==> src/design/smcd_defines.svh <==
/*
 Constants for the stepper motion command decoder: frame bytes,
 command codes, frame lengths and setting reset values.
 Assumes inclusion by bare name from both ends of the link.
*/
`ifndef SMCD_DEFINES_SVH
`define SMCD_DEFINES_SVH
// ==========================================================
// Address byte layout
`define SMCD_ADDR_TOP 2'h3
`define SMCD_ADDR_TOP_HI 7
`define SMCD_ADDR_TOP_LO 6
`define SMCD_ADDR_NODE_HI 5
`define SMCD_ADDR_NODE_LO 2
`define SMCD_ADDR_PIN_BIT 1
`define SMCD_ADDR_RW_BIT 0
// Broadcast node bits, reaching all motor nodes with the addressed pin bit; only the safe command acts on a broadcast
`define SMCD_BCAST_NODE 4'h0
// ==========================================================
// Command codes
`define SMCD_CMD_SAFE 8'h84
`define SMCD_CMD_STOP 8'h85
`define SMCD_CMD_ZERO 8'h86
`define SMCD_CMD_RELOAD 8'h87
`define SMCD_CMD_RUN 8'h97
`define SMCD_CMD_DUAL 8'h88
`define SMCD_CMD_PARAM 8'h89
`define SMCD_CMD_FUSE 8'h90
`define SMCD_FILL 8'hff
// ==========================================================
// Frame lengths in bytes, address included
`define SMCD_LEN_SHORT 4'h2
`define SMCD_LEN_FUSE 4'h6
`define SMCD_LEN_LONG 4'h9
// ==========================================================
// Motion-setting reset values
`define SMCD_RST_IRUN 4'h0
`define SMCD_RST_IHOLD 4'h0
`define SMCD_RST_VMAX 4'h0
`define SMCD_RST_VMIN 4'h0
`define SMCD_RST_SAFE 11'h400
`define SMCD_RST_DIR 1'b0
`define SMCD_RST_ACC 4'h0
`define SMCD_RST_RAMP 1'b0
`define SMCD_RST_STEP 2'h0
`endif

==> src/design/smcd_pkg.sv <==
/*
 Types used by the device end of the stepper motion command decoder and by the bench.
 Assumes smcd_defines.svh is available to the same compile.
*/
package smcd_pkg;
   // Motion state shown by the device
   typedef enum logic [2:0] {
      SMCD_IDLE,
      SMCD_MOVE,
      SMCD_RUN,
      SMCD_DUAL1,
      SMCD_DUAL2,
      SMCD_SHUT
   } smcd_motion_t;
endpackage

==> src/design/smcd_link_if.sv <==
/*
 Byte link between bus controller end and device end.
 Assumes one clock; a frame is a run of byte strobes ended by frame_end.
*/
`timescale 1ns/1ps
interface smcd_link_if;
   logic byte_valid; // One-cycle byte strobe
   logic [7:0] byte_data; // Byte carried by the strobe
   logic frame_end; // One-cycle end-of-frame pulse
   // Controller end drives the bytes
   modport ctrl (output byte_valid, output byte_data, output frame_end);
   // Device end receives them
   modport dev (input byte_valid, input byte_data, input frame_end);
endinterface

==> src/design/smcd_device.sv <==
/*
 Device end: collects command frames, decodes them and keeps the
 positions, motion settings, motion state and missed-step flag.
 Assumes byte link synchronous to clk; fault and motion-done inputs
 come from the coil drivers and position controller.
*/
`timescale 1ns/1ps
`include "smcd_defines.svh"
module smcd_device (
   input wire logic clk,
   input wire logic rst_b,
   smcd_link_if.dev link,
   input wire logic [3:0] node_addr, // Fuse node address bits
   input wire logic pin_address_bit, // Hardwired address pin
   input wire logic coil_fault, // Electrical fault on either coil
   input wire logic motion_done, // Controller reports target reached
   input wire logic clear_missed, // First status read clears the flag
   input wire logic [15:0] actual_in, // Position controller step count
   input wire logic actual_load, // Pulse: take actual_in
   output logic [15:0] actual_position,
   output logic [15:0] target_position,
   output logic missed_steps_flag,
   output smcd_pkg::smcd_motion_t motion_state,
   output logic [3:0] run_current,
   output logic [3:0] hold_current,
   output logic [3:0] max_velocity,
   output logic [3:0] min_velocity,
   output logic [10:0] safe_position,
   output logic move_direction,
   output logic [3:0] acceleration,
   output logic ramp_disable,
   output logic [1:0] step_resolution,
   output logic [15:0] second_offset,
   output logic fuse_write,
   output logic [2:0] fuse_cell_address,
   output logic [7:0] fuse_data
);
   // ==========================================================
   // Frame capture
   logic [7:0] frame_reg [0:8]; // Received bytes of the frame
   logic [3:0] count_reg; // Bytes received so far
   logic addr_ok; // Address byte matches this node
   logic bcast; // Address byte is a broadcast
   logic [7:0] cmd; // Command byte
   logic go; // Frame accepted this cycle
   logic moving; // Motor in motion
   logic [15:0] first_target; // Dual move first target

   assign cmd = frame_reg[1];
   assign moving = motion_state != smcd_pkg::SMCD_IDLE && motion_state != smcd_pkg::SMCD_SHUT;
   // Address check, write direction
   assign bcast = frame_reg[0][`SMCD_ADDR_NODE_HI:`SMCD_ADDR_NODE_LO] == `SMCD_BCAST_NODE;
   assign addr_ok = frame_reg[0][`SMCD_ADDR_TOP_HI:`SMCD_ADDR_TOP_LO] == `SMCD_ADDR_TOP
      && !frame_reg[0][`SMCD_ADDR_RW_BIT]
      && frame_reg[0][`SMCD_ADDR_PIN_BIT] == pin_address_bit
      && (frame_reg[0][`SMCD_ADDR_NODE_HI:`SMCD_ADDR_NODE_LO] == node_addr || bcast);
   assign go = link.frame_end && addr_ok;
   assign first_target = {frame_reg[5], frame_reg[6]};

   // Byte collection, count saturates at nine
   always_ff @(posedge clk or negedge rst_b)
   begin
      if (!rst_b)
      begin
         count_reg <= 4'h0;
      end
      else if (link.frame_end)
      begin
         count_reg <= 4'h0;
      end
      else if (link.byte_valid && count_reg != `SMCD_LEN_LONG)
      begin
         count_reg <= count_reg + 4'h1;
      end
   end

   // Byte storage, one generate entry per byte slot
   genvar gi;
   generate
      for (gi = 0; gi < 9; gi++)
      begin : g_byte
         always_ff @(posedge clk or negedge rst_b)
         begin
            if (!rst_b)
            begin
               frame_reg[gi] <= 8'h00;
            end
            else if (link.byte_valid && count_reg == 4'(gi))
            begin
               frame_reg[gi] <= link.byte_data;
            end
         end
      end
   endgenerate

   // ==========================================================
   // Frame length checks per command
   logic len_short;
   logic len_fuse;
   logic len_long;
   logic fill_ok;
   assign len_short = count_reg == `SMCD_LEN_SHORT;
   assign len_fuse = count_reg == `SMCD_LEN_FUSE;
   assign len_long = count_reg == `SMCD_LEN_LONG;
   assign fill_ok = frame_reg[2] == `SMCD_FILL && frame_reg[3] == `SMCD_FILL;

   logic do_safe, do_stop, do_zero, do_reload, do_run, do_dual, do_param, do_fuse;
   // Positioning commands blocked during dual sequence
   logic dual_busy;
   assign dual_busy = motion_state == smcd_pkg::SMCD_DUAL1
      || motion_state == smcd_pkg::SMCD_DUAL2;
   assign do_safe = go && len_short && cmd == `SMCD_CMD_SAFE && !dual_busy;
   assign do_stop = go && len_short && cmd == `SMCD_CMD_STOP && !bcast;
   assign do_zero = go && len_short && cmd == `SMCD_CMD_ZERO && !bcast;
   assign do_reload = go && len_short && cmd == `SMCD_CMD_RELOAD && !bcast;
   assign do_run = go && len_short && cmd == `SMCD_CMD_RUN && !bcast && !dual_busy;
   assign do_dual = go && len_long && fill_ok && cmd == `SMCD_CMD_DUAL && !bcast
      && !dual_busy;
   assign do_param = go && len_long && fill_ok && cmd == `SMCD_CMD_PARAM && !bcast;
   assign do_fuse = go && len_fuse && fill_ok && cmd == `SMCD_CMD_FUSE && !bcast
      && frame_reg[4][7:3] == 5'h1f;

   logic hard_stop; // Internal or commanded stop
   assign hard_stop = coil_fault || do_stop;

   // ==========================================================
   // Motion state
   always_ff @(posedge clk or negedge rst_b)
   begin
      if (!rst_b)
      begin
         motion_state <= smcd_pkg::SMCD_IDLE;
      end
      else if (coil_fault)
      begin
         motion_state <= smcd_pkg::SMCD_SHUT;
      end
      else if (do_stop)
      begin
         motion_state <= smcd_pkg::SMCD_IDLE;
      end
      else
      begin
         unique case (motion_state)
            smcd_pkg::SMCD_IDLE, smcd_pkg::SMCD_MOVE, smcd_pkg::SMCD_RUN:
            begin
               if (do_dual)
                  motion_state <= smcd_pkg::SMCD_DUAL1;
               else if (do_run)
                  motion_state <= smcd_pkg::SMCD_RUN;
               else if (do_safe)
                  motion_state <= smcd_pkg::SMCD_MOVE;
               else if (motion_done && motion_state == smcd_pkg::SMCD_MOVE)
                  motion_state <= smcd_pkg::SMCD_IDLE;
            end
            smcd_pkg::SMCD_DUAL1:
            begin
               // Second leg starts when motion_done ends the first leg
               if (motion_done)
                  motion_state <= smcd_pkg::SMCD_DUAL2;
            end
            smcd_pkg::SMCD_DUAL2:
            begin
               if (motion_done)
                  motion_state <= smcd_pkg::SMCD_IDLE;
            end
            smcd_pkg::SMCD_SHUT:
            begin
               // Leaves shutdown only by a commanded move or by a stop command
               if (do_safe)
                  motion_state <= smcd_pkg::SMCD_MOVE;
            end
            default:
               motion_state <= smcd_pkg::SMCD_IDLE;
         endcase
      end
   end

   // ==========================================================
   // Actual position, signed sixteen bits
   always_ff @(posedge clk or negedge rst_b)
   begin
      if (!rst_b)
         actual_position <= 16'h0000;
      else if (do_zero)
         actual_position <= 16'h0000;
      else if (actual_load)
         actual_position <= actual_in;
   end

   // Target position; reload leaves it alone
   always_ff @(posedge clk or negedge rst_b)
   begin
      if (!rst_b)
         target_position <= 16'h0000;
      else if (do_zero)
         target_position <= 16'h0000;
      else if (hard_stop)
         target_position <= actual_position;
      else if (do_dual)
         target_position <= first_target;
      else if (motion_state == smcd_pkg::SMCD_DUAL1 && motion_done)
         target_position <= 16'(actual_position + second_offset);
      else if (do_safe)
         target_position <= {{5{safe_position[10]}}, safe_position};
   end

   // Missed-steps flag; a new stop wins over the clear
   always_ff @(posedge clk or negedge rst_b)
   begin
      if (!rst_b)
         missed_steps_flag <= 1'b0;
      else if (hard_stop && moving)
         missed_steps_flag <= 1'b1;
      else if (clear_missed)
         missed_steps_flag <= 1'b0;
   end

   // ==========================================================
   // Motion settings, applied at once or reloaded
   always_ff @(posedge clk or negedge rst_b)
   begin
      if (!rst_b)
      begin
         run_current <= `SMCD_RST_IRUN;
         hold_current <= `SMCD_RST_IHOLD;
         max_velocity <= `SMCD_RST_VMAX;
         min_velocity <= `SMCD_RST_VMIN;
         safe_position <= `SMCD_RST_SAFE;
         move_direction <= `SMCD_RST_DIR;
         acceleration <= `SMCD_RST_ACC;
         ramp_disable <= `SMCD_RST_RAMP;
         step_resolution <= `SMCD_RST_STEP;
      end
      else if (do_reload)
      begin
         run_current <= `SMCD_RST_IRUN;
         hold_current <= `SMCD_RST_IHOLD;
         max_velocity <= `SMCD_RST_VMAX;
         min_velocity <= `SMCD_RST_VMIN;
         safe_position <= `SMCD_RST_SAFE;
         move_direction <= `SMCD_RST_DIR;
         acceleration <= `SMCD_RST_ACC;
         ramp_disable <= `SMCD_RST_RAMP;
         step_resolution <= `SMCD_RST_STEP;
      end
      else if (do_param)
      begin
         run_current <= frame_reg[4][7:4];
         hold_current <= frame_reg[4][3:0];
         max_velocity <= frame_reg[5][7:4];
         min_velocity <= frame_reg[5][3:0];
         safe_position <= {frame_reg[6][7:5], frame_reg[7]};
         move_direction <= frame_reg[6][4];
         acceleration <= frame_reg[6][3:0];
         ramp_disable <= frame_reg[8][4];
         step_resolution <= frame_reg[8][3:2];
      end
      else if (do_dual)
      begin
         max_velocity <= frame_reg[4][7:4];
         min_velocity <= frame_reg[4][3:0];
      end
   end

   // Second offset held for the second leg
   always_ff @(posedge clk or negedge rst_b)
   begin
      if (!rst_b)
         second_offset <= 16'h0000;
      else if (do_dual)
         second_offset <= {frame_reg[7], frame_reg[8]};
   end

   // ==========================================================
   // Fuse programming strobe
   always_ff @(posedge clk or negedge rst_b)
   begin
      if (!rst_b)
      begin
         fuse_write <= 1'b0;
         fuse_cell_address <= 3'h0;
         fuse_data <= 8'h00;
      end
      else
      begin
         fuse_write <= do_fuse;
         if (do_fuse)
         begin
            fuse_cell_address <= frame_reg[4][2:0];
            fuse_data <= frame_reg[5];
         end
      end
   end
endmodule // smcd_device

==> src/flat_wrapper.sv <==
// flat-port wrapper written by rule: the top's interface ports become plain ports
module smcd_device_flat 
  (clk, rst_b, node_addr, pin_address_bit, coil_fault, motion_done, clear_missed, actual_in, actual_load, actual_position, target_position, missed_steps_flag, motion_state, run_current, hold_current, max_velocity, min_velocity, safe_position, move_direction, acceleration, ramp_disable, step_resolution, second_offset, fuse_write, fuse_cell_address, fuse_data, link_byte_valid, link_byte_data, link_frame_end);
  smcd_link_if link_i ();
  input wire logic clk;
  input wire logic rst_b;
  input wire logic [3:0] node_addr;
  input wire logic pin_address_bit;
  input wire logic coil_fault;
  input wire logic motion_done;
  input wire logic clear_missed;
  input wire logic [15:0] actual_in;
  input wire logic actual_load;
  output logic [15:0] actual_position;
  output logic [15:0] target_position;
  output logic missed_steps_flag;
  output smcd_pkg::smcd_motion_t motion_state;
  output logic [3:0] run_current;
  output logic [3:0] hold_current;
  output logic [3:0] max_velocity;
  output logic [3:0] min_velocity;
  output logic [10:0] safe_position;
  output logic move_direction;
  output logic [3:0] acceleration;
  output logic ramp_disable;
  output logic [1:0] step_resolution;
  output logic [15:0] second_offset;
  output logic fuse_write;
  output logic [2:0] fuse_cell_address;
  output logic [7:0] fuse_data;
  input wire logic [$bits(link_i.byte_valid)-1:0] link_byte_valid;
  input wire logic [$bits(link_i.byte_data)-1:0] link_byte_data;
  input wire logic [$bits(link_i.frame_end)-1:0] link_frame_end;
  assign link_i.byte_valid = link_byte_valid;
  assign link_i.byte_data = link_byte_data;
  assign link_i.frame_end = link_frame_end;
  smcd_device u_core (.clk(clk), .rst_b(rst_b), .link(link_i), .node_addr(node_addr), .pin_address_bit(pin_address_bit), .coil_fault(coil_fault), .motion_done(motion_done), .clear_missed(clear_missed), .actual_in(actual_in), .actual_load(actual_load), .actual_position(actual_position), .target_position(target_position), .missed_steps_flag(missed_steps_flag), .motion_state(motion_state), .run_current(run_current), .hold_current(hold_current), .max_velocity(max_velocity), .min_velocity(min_velocity), .safe_position(safe_position), .move_direction(move_direction), .acceleration(acceleration), .ramp_disable(ramp_disable), .step_resolution(step_resolution), .second_offset(second_offset), .fuse_write(fuse_write), .fuse_cell_address(fuse_cell_address), .fuse_data(fuse_data));
endmodule
==> config.mk <==
export PLATFORM = sky130hd
export DESIGN_NAME = smcd_device_flat
export DESIGN_NICKNAME = d
export VERILOG_FILES = /design/src/design/smcd_pkg.sv /design/src/design/smcd_link_if.sv /design/src/design/smcd_device.sv /design/src/flat_wrapper.sv
export VERILOG_INCLUDE_DIRS = /design/src /design/src/design
export SDC_FILE = /design/constraint.sdc
export NUM_CORES = 1
export LEC_CHECK = 0
export ABC_AREA = 1
export BUFFER_PORTS_ARGS = -buffer_cell sky130_fd_sc_hd__buf_2
export CAP_MARGIN = 20
export CORE_MARGIN = 1
export CORE_UTILIZATION = 60
export CTS_CLUSTER_DIAMETER = 40
export DETAILED_ROUTE_END_ITERATION = 12
export PLACE_DENSITY = 0.84
export SLEW_MARGIN = 20
export SYNTH_ARGS = -nofsm -noshare
export SYNTH_HDL_FRONTEND = slang
export SYNTH_SLANG_ARGS = --single-unit
==> constraint.sdc <==
create_clock -name clk -period 5.4 [get_ports clk]
set_input_delay 0.81 -clock clk [delete_from_list [all_inputs] [get_ports clk]]
set_output_delay 0.81 -clock clk [all_outputs]
set_load 0.02 [all_outputs]
Yosys cells after proc, flatten, opt, wreduce, memory -nomap -nowiden:

Cells that the tools add are included.

* $add $sub $neg: 2
* equality and inequality tests: 34
* muxes and demuxes: 41
* reductions and logical operators: 61

Operators with widths (count)
* 2-to-1 mux 16 bit: 7
* equality test 8 bit (second input constant): 10
* 2-to-1 mux 4 bit: 14
* logical AND 1 bit: 43
* 2-to-1 mux 3 bit: 9
* 2-to-1 mux 11 bit: 2
* adder 16 bit: 1
* equality test 4 x 3 -> 1 bit (second input constant): 4
* one-hot mux 3 bit (4 select lines): 1
* equality test 4 x 2 -> 1 bit (second input constant): 2
* equality test 4 bit (second input constant): 2
* zero test 4 bit: 2
* inequality test 4 x 3 -> 1 bit (second input constant): 2
* nonzero test 2 bit: 4
* inequality test 7 x 2 -> 1 bit (second input constant): 1
* equality test 3 x 2 -> 1 bit (second input constant): 2
* equality test 3 bit (second input constant): 2
* 2-to-1 mux 1 bit: 6
* nonzero test 3 bit: 2
* equality test 5 bit (second input constant): 1
* nonzero test 5 bit: 1
* adder 4 x 1 -> 4 bit (second input constant): 1
* equality test 4 x 1 -> 1 bit (second input constant): 1
* equality test 4 bit: 1
* other kinds (12): 17

* flip-flop bits (word level): 175
* output and inout port bits: 99
* logic and storage cells: 165

Depth between registers and ports, before layout:

Gate-level depths: netlist of the first run.

* word-level depth: 14
* depth in mapped cells: 15
* depth with buffers taken out: 15

Least setup slack after synthesis of the first run:

OpenSTA, ideal clock, no wires.

* kind: in2reg
* start: input port pin_address_bit
* end: register u_core.safe_position[0]
* setup time: 0.130 ns
* arrival: 2.043 ns
* data required time: 5.270 ns
* path slack: 3.226 ns
* cell stages on the path: 11
* buffers on the path: 2
* path through: xor2_1 -> nand2b_1 -> a21oi_4 -> nand2_1 -> inv_2 -> nand4_1 -> and2_1 -> buf_6 -> buf_6 -> nand2_1 -> o21ai_1

* word-level cells in the longest chain between the ends: 9
* elaborated cells on any way between the ends: 13

RTL lines
* start: declaration: RTL line flat_wrapper.sv:8 `input wire logic pin_address_bit;`
* equality test 1 bit *: RTL line smcd_device.sv:55 `` && frame_reg[0][`SMCD_ADDR_PIN_BIT] == pin_address_bit ``
* logical AND 1 bit * (2 in series): RTL line smcd_device.sv:53 `` assign addr_ok = frame_reg[0][`SMCD_ADDR_TOP_HI:`SMCD_ADDR_TOP_LO] == `SMCD_ADDR_TOP ``
* logical AND 1 bit *: RTL line smcd_device.sv:57 `assign go = link.frame_end && addr_ok;`
* logical AND 1 bit (2 in series): RTL line smcd_device.sv:119 `` assign do_param = go && len_long && fill_ok && cmd == `SMCD_CMD_PARAM && !bcast; ``
* logical AND 1 bit (no source line)
* logical AND 1 bit: RTL line smcd_device.sv:119
* nonzero test 2 bit (no source line)
* end signal: assignment: RTL line smcd_device.sv:229 `` safe_position <= `SMCD_RST_SAFE; ``
* end signal: assignment: RTL line smcd_device.sv:241 `` safe_position <= `SMCD_RST_SAFE; ``
* end signal: assignment: RTL line smcd_device.sv:253 `safe_position <= {frame_reg[6][7:5], frame_reg[7]};`
* end: declaration: RTL line smcd_device.sv:28 `output logic [10:0] safe_position,`

Every way passes the cells marked *; elsewhere a longest branch is shown, timed or not.
A chain may end at the register's enable or synchronous reset.

Worst setup path after layout of the first run:

* start: register u_core.frame_reg[69] in the netlist's numbering
* end: register u_core.min_velocity[0]

* word-level cells in the longest chain between the ends: 10
* elaborated cells on any way between the ends: 19

RTL lines
* start: declaration: RTL line smcd_device.sv:40 `logic [7:0] frame_reg [0:8];`
* start signal: indexed assignment: RTL line smcd_device.sv:90 `frame_reg[gi] <= link.byte_data;`
* equality test 4 bit or zero test 4 bit (tied branches)
* logical OR 1 bit: RTL line smcd_device.sv:56 `` && (frame_reg[0][`SMCD_ADDR_NODE_HI:`SMCD_ADDR_NODE_LO] == node_addr || bcast); ``
* logical AND 1 bit: RTL line smcd_device.sv:53
* logical AND 1 bit: RTL line smcd_device.sv:57
* logical AND 1 bit (2 in series): RTL line smcd_device.sv:117, smcd_device.sv:119
* logical AND 1 bit (no source line)
* logical AND 1 bit (on tied branches): RTL line smcd_device.sv:119, smcd_device.sv:117
* 2-to-1 mux 4 bit or logical AND 1 bit (tied branches): RTL line smcd_device.sv:247, smcd_device.sv:117
* 2-to-1 mux 4 bit or nonzero test 3 bit (tied branches)
* end signal: assignment: RTL line smcd_device.sv:240 `` min_velocity <= `SMCD_RST_VMIN; ``
* end signal: assignment: RTL line smcd_device.sv:252 `min_velocity <= frame_reg[5][3:0];`
* end signal: assignment: RTL line smcd_device.sv:262 `min_velocity <= frame_reg[4][3:0];`
* end: declaration: RTL line smcd_device.sv:27 `output logic [3:0] min_velocity,`

Parallel ways exist; a longest one is shown, timed or not.

==> flow_summary.toml, run 1 <==
[pwr]
swShare = 0.291
p_leak_nw = 5.19
ir_worst_vdd_mv = 0.312
power_w = 0.00327
p_per_area_nw_per_um2 = 326
power_frac_clock = 0.374
combPwrFrac = 0.152
p_seq_frac = 0.474
switchingPower_w = 0.000953
intPower_w = 0.00232

[setup_path]
crit_top_cell = "inv_2"
cp.arrival_ns = 3.03
crit_type = "flip-flop to flip-flop"
crit_fanout = 20
cp-start-kind = "flip-flop"
cp_cell_sequence = "inv_2 > nand4_2 > a21oi_4 > nand4_1 > inv_2 > nor2_1 > o21ai_0"
critPathSlowestCell = "nand4_1"
cpPeakStageDelay_ns = 0.60
worstRegToRegCells = 7
cp-end-kind = "flip-flop"
cp_data_required_time_ns = 5.75

[timing]
finClkSkew_ns = 0.00735
rsz0062_at_grt = "no"
setup_violations = 0
holdWs_ns = 0.427
max_freq_mhz = 372
maxSlewViolCount = 0
slew_headroom = 0.475
finalHoldViolCount = 0
final.period_utilization = 0.497
fin_crit_ns = 2.68
fin_tns_setup_ns = 0
worst_slew_pin_slew_ns = 0.787

[drt]
first_pass_iters = 5
via_per_inst = 5.63
wl_mm = 23.5
drt-wirelength-per-cell_um = 16.7
drt-initial-drc-count = 766
drc_errors = 0
vias = 7889
postRouteAntennaNets = 0

[clock_tree]
cts_root_buf = "clkbuf_16"
tritoncts = "done"
cts_resized = 0
clk_path_buf_depth = 2
clock-sinks = 175
htree_levels = 4
post_cts_buffers = 0
clock_latency_ns = 0.43
numCtsBuffers = 17
cts_hold_buf = 0
clkSlewWorstSetupHoldPaths_ns = 0.07

[finish]
num_antenna_cells = 0
fin_cells = 1401
final_util = 0.717
largest_reg_flops = 48
areaGrowthSynthToFinish_pct = 15.4
layout-drive-gt1-share = 0.173
nets = 1267

[yosys]
synth_edf_count = 0
ys.flop_type = "dfrtp_1"
synth_area_um2 = 8690
yosysTopAreaCell = "dfrtp_1"
synth_cells = 1084
yosysWarningCount = 0
async_reset_ff_frac = 1.00
seq_area_frac_synth = 0.504
yosysMostFrequentCell = "nand2_1"
synthTopCellsByCount = "nand2_1 (328), dfrtp_1 (174), o21ai_0 (136)"
yosys-top-cells-area = "dfrtp_1 (50%), nand2_1 (14%), o21ai_0 (7.8%), nor2_1 (4.0%), inv_1 (3.9%)"
synth_nets = 1141
yosys.cell_types.count = 47
synth.top_cell.area_share = 0.501
ys_ff_latch = 175
syn_area_per_cell_um2 = 8.02

[worst_hold_path]
hold_class = "input port to asynchronous set/reset pin"

[placed_design]
io_buffer_count = 135
dp.cells = 1371
dp_hpwl_mm = 16.9
gp_congestion = 0.942

[global_route]
grt_pass1_wl_mm = 36.8
antenna_found_initial = 0
grt_max_degree = 85
grt_pass1_vias = 7230
grt_usage = 0.330
overflow = 0

[floorplanning]
pin_count = 136
core_area_um2 = 14000
dieHeight_um = 122
rows = 43
start_util = 0.622
die_x_um = 122
die_area_um2 = 15000

[outcome]
status = "complete, no violations"

[run]
maxCapViolCount = 0
-- worst max-delay path: cells and delay by family, from the launching register on --
kind	cells	cell delay [ns]
simple gates	3	1.09
flops	1	0.40
compound gates	2	0.56
buf+inv	2	0.55
-- cell families (layout without fill, tap and decap cells) --
family | count (synthesis) | count (layout) | synth area share
compound gates | 237 | 237 | 0.143
xor+xnor | 7 | 7 | 0.00705
fa+ha+maj | 20 | 20 | 0.0296
buf+inv | 137 | 274 | 0.0656
flops | 175 | 175 | 0.504
simple gates | 508 | 508 | 0.250
-- power by group through the flow --
| stage | combinational [W] | sequential, W | clock, W |
|---|---|---|---|
| floorplan | 0.000298 | 0.00158 | 0 |
| global placement | 0.000485 | 0.00156 | 0 |
| detailed placement | 0.000493 | 0.00157 | 0 |
| CTS | 0.000498 | 0.00155 | 0.00123 |
| global route | 0.000565 | 0.00156 | 0.00128 |
| finish | 0.000497 | 0.00155 | 0.00122 |
-- layer usage --
layer  up-vias  routed length [um]  global-route usage
met5         -                   0                   0
met4         0                 475               0.105
met3        35                1650              0.0664
met2       345               11300               0.535
met1      3741               10100               0.446
li1       3768                   -                   -
-- placed cells by master (no fill, tap or decap), drive strengths merged --
cell type,count
nand4,16
xor2,3
nor2,101
or2,2
inv,105
nor3b,1
bufinv,2
buf,137
nand2,332
o21ai,171
nor3,10
a21oi,56
o22ai,1
dfrtp,174
nand2b,1
dfstp,1
clkbuf,22
ha,19
clkinvlp,4
a211oi,3
nor4,2
o21a,1
and2,2
nand3,39
xnor2,4
clkinv,4
o211ai,4
a21o,1
nand3b,1
and2b,1
fa,1
-- worst paths after layout --
| kind | startpoint | to | slack [ns] |
|---|---|---|---|
| max | u_core.frame_reg[69]$_DFFE_PN0P_ | u_core.min_velocity[0]$_DFFE_PN0P_ | 2.72 |
| min | rst_b | u_core.target_position[11]$_DFFE_PN0P_ | 0.43 |
| max reg2reg | u_core.frame_reg[69]$_DFFE_PN0P_ | u_core.min_velocity[0]$_DFFE_PN0P_ | 2.72 |
| min reg2reg | u_core.target_position[8]$_DFFE_PN0P_ | u_core.target_position[8]$_DFFE_PN0P_ | 0.48 |
| max in group asynchronous | rst_b | u_core.frame_reg[50]$_DFFE_PN0P_ | 3.83 |
| min in group clk | u_core.target_position[8]$_DFFE_PN0P_ | u_core.target_position[8]$_DFFE_PN0P_ | 0.48 |
-- stage by stage --
step	area [um2]	setup WS, ns
floorplan	8690	3.23
global placement	9450	2.43
detailed placement	9450	2.35
CTS	10000	2.73
global route	10000	2.41
finish	10000	2.72
-- cell type report --
type                       instances  area [um2]
sequential                       175        4380
fill                            1142        3960
multi-input combinational        772        3740
timing repair buffer             137         697
clock buffer                      22         474
inverter                         107         404
tap                              180         225
clock inverter                     8         108
No activity file was read; power rests on OpenSTA's default activity.
==> run 2, diff against run 1 <==
CORE_UTILIZATION = 52   (was 60)
PLACE_DENSITY = 0.77   (was 0.84)
clock period = 2.4 ns   (was 5.4 ns; I/O delays follow)
==> run 2 against run 1 <==
Net effect:
- count of clock-buffer cells in the layout is 5 higher
- first-iteration DRC count down 18%
- power rose by 130%
- via count up 0.38%
- critical endpoint is now u_core.target_position[10]$_DFFE_PN0P_
- critical path type unchanged
- die area grew 15%
- hold slack lost 0.32 ns
- global-route usage is 4.2 points lower
- sequential power up 130%
- final cell count grew 4.1%
==> flow_summary.toml, run 2 (synthesis results as in run 1) <==
[worst_hold_path]
min_from = "clear_missed"
hold_depth = 2
hold_end = "u_core.missed_steps_flag$_DFFE_PN0P_"
hold_class = "input port to flip-flop"

[timing]
setup_violations = 0
slew_headroom = 0.593
finalHoldViolCount = 0
worst_slew_pin_slew_ns = 0.611
max_freq_mhz = 451
final.period_utilization = 0.924
rsz0062_at_grt = "no"
fin_tns_setup_ns = 0
maxSlewViolCount = 0
fin_crit_ns = 2.22
finClkSkew_ns = 0.00901

[clock_tree]
clkSlewWorstSetupHoldPaths_ns = 0.07
clock-sinks = 175
cts_root_buf = "clkbuf_16"
tritoncts = "done"
post_cts_buffers = 0
numCtsBuffers = 17
htree_levels = 4
clk_path_buf_depth = 2
clock_latency_ns = 0.44

[finish]
layout_common_cells = "nand2_1 (328), dfrtp_1 (174), o21ai_0 (136), buf_2 (134), nor2_1 (91)"
design_area_um2 = 10300
num_antenna_cells = 0
largest_reg_flops = 48
layout_commonest_cell = "nand2_1"
areaGrowthSynthToFinish_pct = 18.1
final_util = 0.637
layout-drive-gt1-share = 0.187
nets = 1286

[pwr]
ir_worst_vdd_mv = 0.534
power_w = 0.00739
p_leak_nw = 5.28
p_per_area_nw_per_um2 = 720

[setup_path]
critPathSlowestCell = "dfrtp_1"
cp-end-kind = "flip-flop"
cp_cell_sequence = "ha_1 > fa_1 > nand3_1 > nand2_1 > nand2_1 > nand2_1 > nand2_1 > nand4_1 > a21oi_1 > nor2_1 > nor2_1 > o21ai_1"
rr_startpoint = "u_core.actual_position[0]$_DFFE_PN0P_"
worstRegToRegCells = 12
reg2reg_to = "u_core.target_position[10]$_DFFE_PN0P_"
cp-start-kind = "flip-flop"
cp_data_required_time_ns = 2.72
crit_type = "flip-flop to flip-flop"
critPathTopFamily = "simple AND/OR/NAND/NOR gates"
cp.arrival_ns = 2.54
cpPeakStageDelay_ns = 0.42
crit_fanout = 4
path_buf_inv = 0
reg2reg_slack_ns = 0.18
crit_top_cell = "nand2_1"
cp_num_cells = 12

[drt]
wl_mm = 24.0
drt-initial-drc-count = 627
first_pass_iters = 6
drt-wirelength-per-cell_um = 16.4
vias = 7919
drc_errors = 0
postRouteAntennaNets = 0
via_per_inst = 5.43

[floorplanning]
die_area_um2 = 17200
dieHeight_um = 131
pin_count = 136
start_util = 0.540
die_x_um = 131
core_area_um2 = 16100
rows = 46

[global_route]
overflow = 0
grt_usage = 0.288
grt_pass1_wl_mm = 38.7
met3_usage = 0.0494
grt_max_degree = 66
grt.busiest_layer = "met2"
use_met2 = 0.473
grt_pass1_vias = 7583
grt_util_met1 = 0.379
antenna_found_initial = 0

[placed_design]
gp_congestion = 1.01
dp_hpwl_mm = 17.7
io_buffer_count = 135
placed_cell_area_um2 = 9660

[outcome]
status = "complete, no violations"

[run]
maxCapViolCount = 0
## run 2: timing repair
action | CTS | global route
gates resized for setup | 0 | 7
endpoints found under the setup margin | 0 | 23
hold endpoints to repair | 61 | 0
hold buffers | 1 | 0
## run 2: final cells by class
class | count | area [um2]
Fill cell | 1401 | 5850
Multi-Input combinational cell | 772 | 3770
Clock inverter | 5 | 83.8
Timing Repair Buffer | 156 | 867
Clock buffer | 27 | 493
Tap cell | 216 | 270
Inverter | 107 | 408
Sequential cell | 175 | 4380
## run 2: how the worst max path moves through the flow
| stage | from | endpoint | slack (ns) |
|---|---|---|---|
| 6_report | u_core.actual_position[0]$_DFFE_PN0P_ | u_core.target_position[10]$_DFFE_PN0P_ | 0.18 |
| 2_1_floorplan | u_core.actual_position[0]$_DFFE_PN0P_ | u_core.target_position[14]$_DFFE_PN0P_ | 0.37 |
| 5_1_grt | u_core.frame_reg[69]$_DFFE_PN0P_ | u_core.target_position[4]$_DFFE_PN0P_ | 0.02 |
| 3_3_place_gp | u_core.cmd[0]$_DFFE_PN0P_ | u_core.max_velocity[1]$_DFFE_PN0P_ | 0.15 |
| 4_1_cts | u_core.cmd[0]$_DFFE_PN0P_ | u_core.min_velocity[3]$_DFFE_PN0P_ | 0.10 |
| 3_5_place_dp | u_core.cmd[0]$_DFFE_PN0P_ | u_core.min_velocity[3]$_DFFE_PN0P_ | 0.13 |
## run 2: metrics by stage
step | hold slack, ns | cells | setup slack [ns]
4_1_cts | 0.102 | 1458 | 0.104
5_1_grt | 0.109 | 1458 | 0.0231
3_5_place_dp | 0.385 | 1425 | 0.131
2_1_floorplan | 0.0644 | 1084 | 0.369
3_3_place_gp | 0.389 | 1425 | 0.153
6_report | 0.111 | 1458 | 0.182
## run 2: per-layer routing
| metal | up-vias | wire, um |
|---|---|---|
| li1 | 3803 | - |
| met1 | 3744 | 10600 |
| met2 | 319 | 11200 |
| met3 | 53 | 1510 |
| met4 | 0 | 690 |
| met5 | - | 0 |
## run 2: power by group
| group | total, W | internal, W | switching [W] |
|---|---|---|---|
| logic | 0.00115 | 0.000376 | 0.000774 |
| clock network | 0.00275 | 0.00162 | 0.00113 |
| registers | 0.00349 | 0.00324 | 0.000244 |
| total | 0.00739 | 0.00524 | 0.00215 |
==> run 3, diff against run 2 <==
ABC_AREA = unset   (was 1)
CAP_MARGIN = 15   (was 20)
CORE_UTILIZATION = 51   (was 52)
PLACE_DENSITY = 0.76   (was 0.77)
SLEW_MARGIN = unset   (was 20)
==> run 3 against run 2 <==
Net effect:
- the run now ends with negative setup slack left
- count of clock-buffer cells in the layout down 7
- power up 0.31%
- hold slack better by 0.013 ns
- sequential share of layout area down 3.7 points
- design area up 9.6%
- critical path type unchanged
==> flow_summary.toml, run 3 <==
[drt]
wl_mm = 26.0
drt-initial-drc-count = 680
drt-wirelength-per-cell_um = 21.0
vias = 7410
via_per_inst = 5.98
first_pass_iters = 5
postRouteAntennaNets = 0
drc_errors = 0

[clock_tree]
cts_root_buf = "clkbuf_16"
clkSlewWorstSetupHoldPaths_ns = 0.07
tritoncts = "done"
clock_latency_ns = 0.44
clock-sinks = 175
numCtsBuffers = 17
clk_path_buf_depth = 2
htree_levels = 4

[yosys]
synthTopCellsByCount = "dfrtp_1 (174), nand2_1 (138), mux2_2 (82)"
syn_area_per_cell_um2 = 10.6
async_reset_ff_frac = 1.00
synth_cells = 794
yosys-top-cells-area = "dfrtp_1 (52%), mux2_2 (11%), nand2_1 (6.2%), a21oi_1 (4.2%), ha_1 (2.8%)"
yosys.cell_types.count = 59
ys_ff_latch = 175
yosysWarningCount = 0
yosysMostFrequentCell = "dfrtp_1"
yosysTopAreaCell = "dfrtp_1"
synth_edf_count = 0
ys.flop_type = "dfrtp_1"
synth_nets = 851
synth.top_cell.area_share = 0.519
seq_area_frac_synth = 0.522
synth_area_um2 = 8400

[timing]
final.period_utilization = 1.12
finalHoldViolCount = 0
fin_crit_ns = 2.68
max_freq_mhz = 373
worst_slew_pin_slew_ns = 0.624
finClkSkew_ns = 0.00943
maxSlewViolCount = 0
setup_violations = 81
slew_headroom = 0.581
rsz0062_at_grt = "yes"
timing.final.ws_setup_ns = -0.285

[setup_path]
cp_data_required_time_ns = 2.72
cp_cell_sequence = "buf_6 > xor2_1 > o41a_1 > nand4b_1 > buf_4 > buf_6 > or3_4 > clkbuf_16 > nand2_1 > a21oi_1"
cp-start-kind = "flip-flop"
critPathSlowestCell = "o41a_1"
cpPeakStageDelay_ns = 0.48
cp.arrival_ns = 3.01
crit_fanout = 10
crit_type = "flip-flop to flip-flop"
cp-end-kind = "flip-flop"
crit_top_cell = "buf_6"

[placed_design]
io_buffer_count = 135
dp.cells = 1180
preCtsSetupSlack_ns = -0.281
dp_hpwl_mm = 16.5
gp_congestion = 0.922

[global_route]
grt_max_degree = 64
overflow = 0
grt_pass1_wl_mm = 37.8
grt_pass1_vias = 6940
grt_usage = 0.301
antenna_found_initial = 0

[outcome]
violations = "negative setup slack"
status = "finished with violations"

[finish]
n_fill_cell = 1119
num_antenna_cells = 0
layout_commonest_cell = "dfrtp_1"
areaGrowthSynthToFinish_pct = 34.0
largest_reg_flops = 48
nets = 1068
layout_common_cells = "dfrtp_1 (172), buf_2 (134), nand2_1 (112), mux2_2 (71), buf_4 (67)"
fin_cells = 1240
layout-drive-gt1-share = 0.440

[floorplanning]
pin_count = 136
die_x_um = 130
start_util = 0.525
rows = 46
core_area_um2 = 16000
die_area_um2 = 17000
dieHeight_um = 130

[run]
maxCapViolCount = 0

[pwr]
p_leak_nw = 5.57
p_per_area_nw_per_um2 = 659
ir_worst_vdd_mv = 0.545

[worst_hold_path]
hold_class = "input port to flip-flop"
run 3: changes by cell type in the layout (fill, tap and decap cells not counted), moves of 21 or more:
| cell | before | now |
|---|---|---|
| buf_4 | 18 | 67 |
| inv_1 | 90 | 11 |
| mux2_2 | 0 | 71 |
| nand2_1 | 328 | 112 |
| nand2_2 | 2 | 23 |
| nor2_1 | 91 | 35 |
| o21ai_0 | 136 | 11 |
run 3: cells by family (layout without fill, tap and decap cells):
kind of cell	Yosys count	in the layout	share of synthesized area
AO/OA/AOI/OAI	154	154	0.111
XOR/XNOR	21	21	0.0219
adder cells (fa/ha/maj)	20	20	0.0307
buffers and inverters	51	279	0.0261
flip-flops	175	175	0.522
multiplexers	102	102	0.134
AND/OR/NAND/NOR	271	273	0.155
run 3: metrics by stage:
stage / area [um2] / TNS [ns] / total power [W] / hold slack [ns] / util
3_3_place_gp: 9880 / -3.99 / 0.00448 / 0.393 / 0.617
4_1_cts: 10800 / -8.54 / 0.00735 / 0.116 / 0.676
3_5_place_dp: 9880 / -6.18 / 0.00453 / 0.390 / 0.617
5_1_grt: 11300 / -19.15 / 0.00767 / 0.149 / 0.703
6_report: 11300 / -13.60 / 0.00741 / 0.123 / 0.703
2_1_floorplan: 8440 / -2.72 / 0.00405 / 0.0644 / -
run 3: where the power goes:
part           internal (W)  switching (W)
clock               0.00160        0.00122
sequential          0.00323       0.000230
combinational      0.000544       0.000595
total               0.00537        0.00204
run 3: routing by layer:
layer	GRT usage	part of all wire	vias to the layer above
met2	0.464	0.46	387
li1	-	-	3257
met1	0.411	0.42	3684
met3	0.0668	0.081	82
met5	0	0	-
met4	0.125	0.038	0
run 3: critical path, delay by kind of cell, from the launching register on:
kind                   cells  cell delay (ns)
AO/OA/AOI/OAI              2             0.56
XOR/XNOR                   1             0.13
buffers and inverters      4             0.67
flip-flops                 1             0.39
AND/OR/NAND/NOR            3             0.81
run 3: what timing repair did:
| action | 4_1_cts | 5_1_grt |
|---|---|---|
| cloned | 3 | 7 |
| setup buffers | 11 | 8 |
| hold buffers | 1 | 0 |
| pin swaps | 25 | 17 |
| setup endpoints to repair | 77 | 81 |
| resized for setup | 56 | 78 |
| endpoints found under the hold margin | 56 | 0 |
run 3: layout make-up:
| cell class | count | area (um2) | share of cell area |
|---|---|---|---|
| Sequential cell | 175 | 4380 | 0.389 |
| Multi-Input combinational cell | 570 | 4220 | 0.375 |
| Timing Repair Buffer | 236 | 1750 | 0.155 |
| Clock buffer | 20 | 457 | 0.0406 |
| Tap cell | 216 | 270 | 0.0240 |
| Clock inverter | 12 | 133 | 0.0118 |
| Inverter | 11 | 41.3 | 0.00367 |
run 3: worst paths after layout:
kind,start,endpoint,slack (ns),depth (start not counted)
setup / recovery,u_core.frame_reg[66]$_DFFE_PN0P_,u_core.safe_position[5]$_DFFE_PN0P_,-0.28,10
hold / removal,clear_missed,u_core.missed_steps_flag$_DFFE_PN0P_,0.12,2
setup reg to reg,u_core.frame_reg[66]$_DFFE_PN0P_,u_core.safe_position[5]$_DFFE_PN0P_,-0.28,10
hold reg to reg,u_core.frame_reg[6]$_DFFE_PN0P_,u_core.second_offset[6]$_DFFE_PN0P_,0.50,2
max in group asynchronous,rst_b,u_core.target_position[10]$_DFFE_PN0P_,1.20,3
min in group asynchronous,rst_b,u_core.actual_position[3]$_DFFE_PN0P_,0.49,2
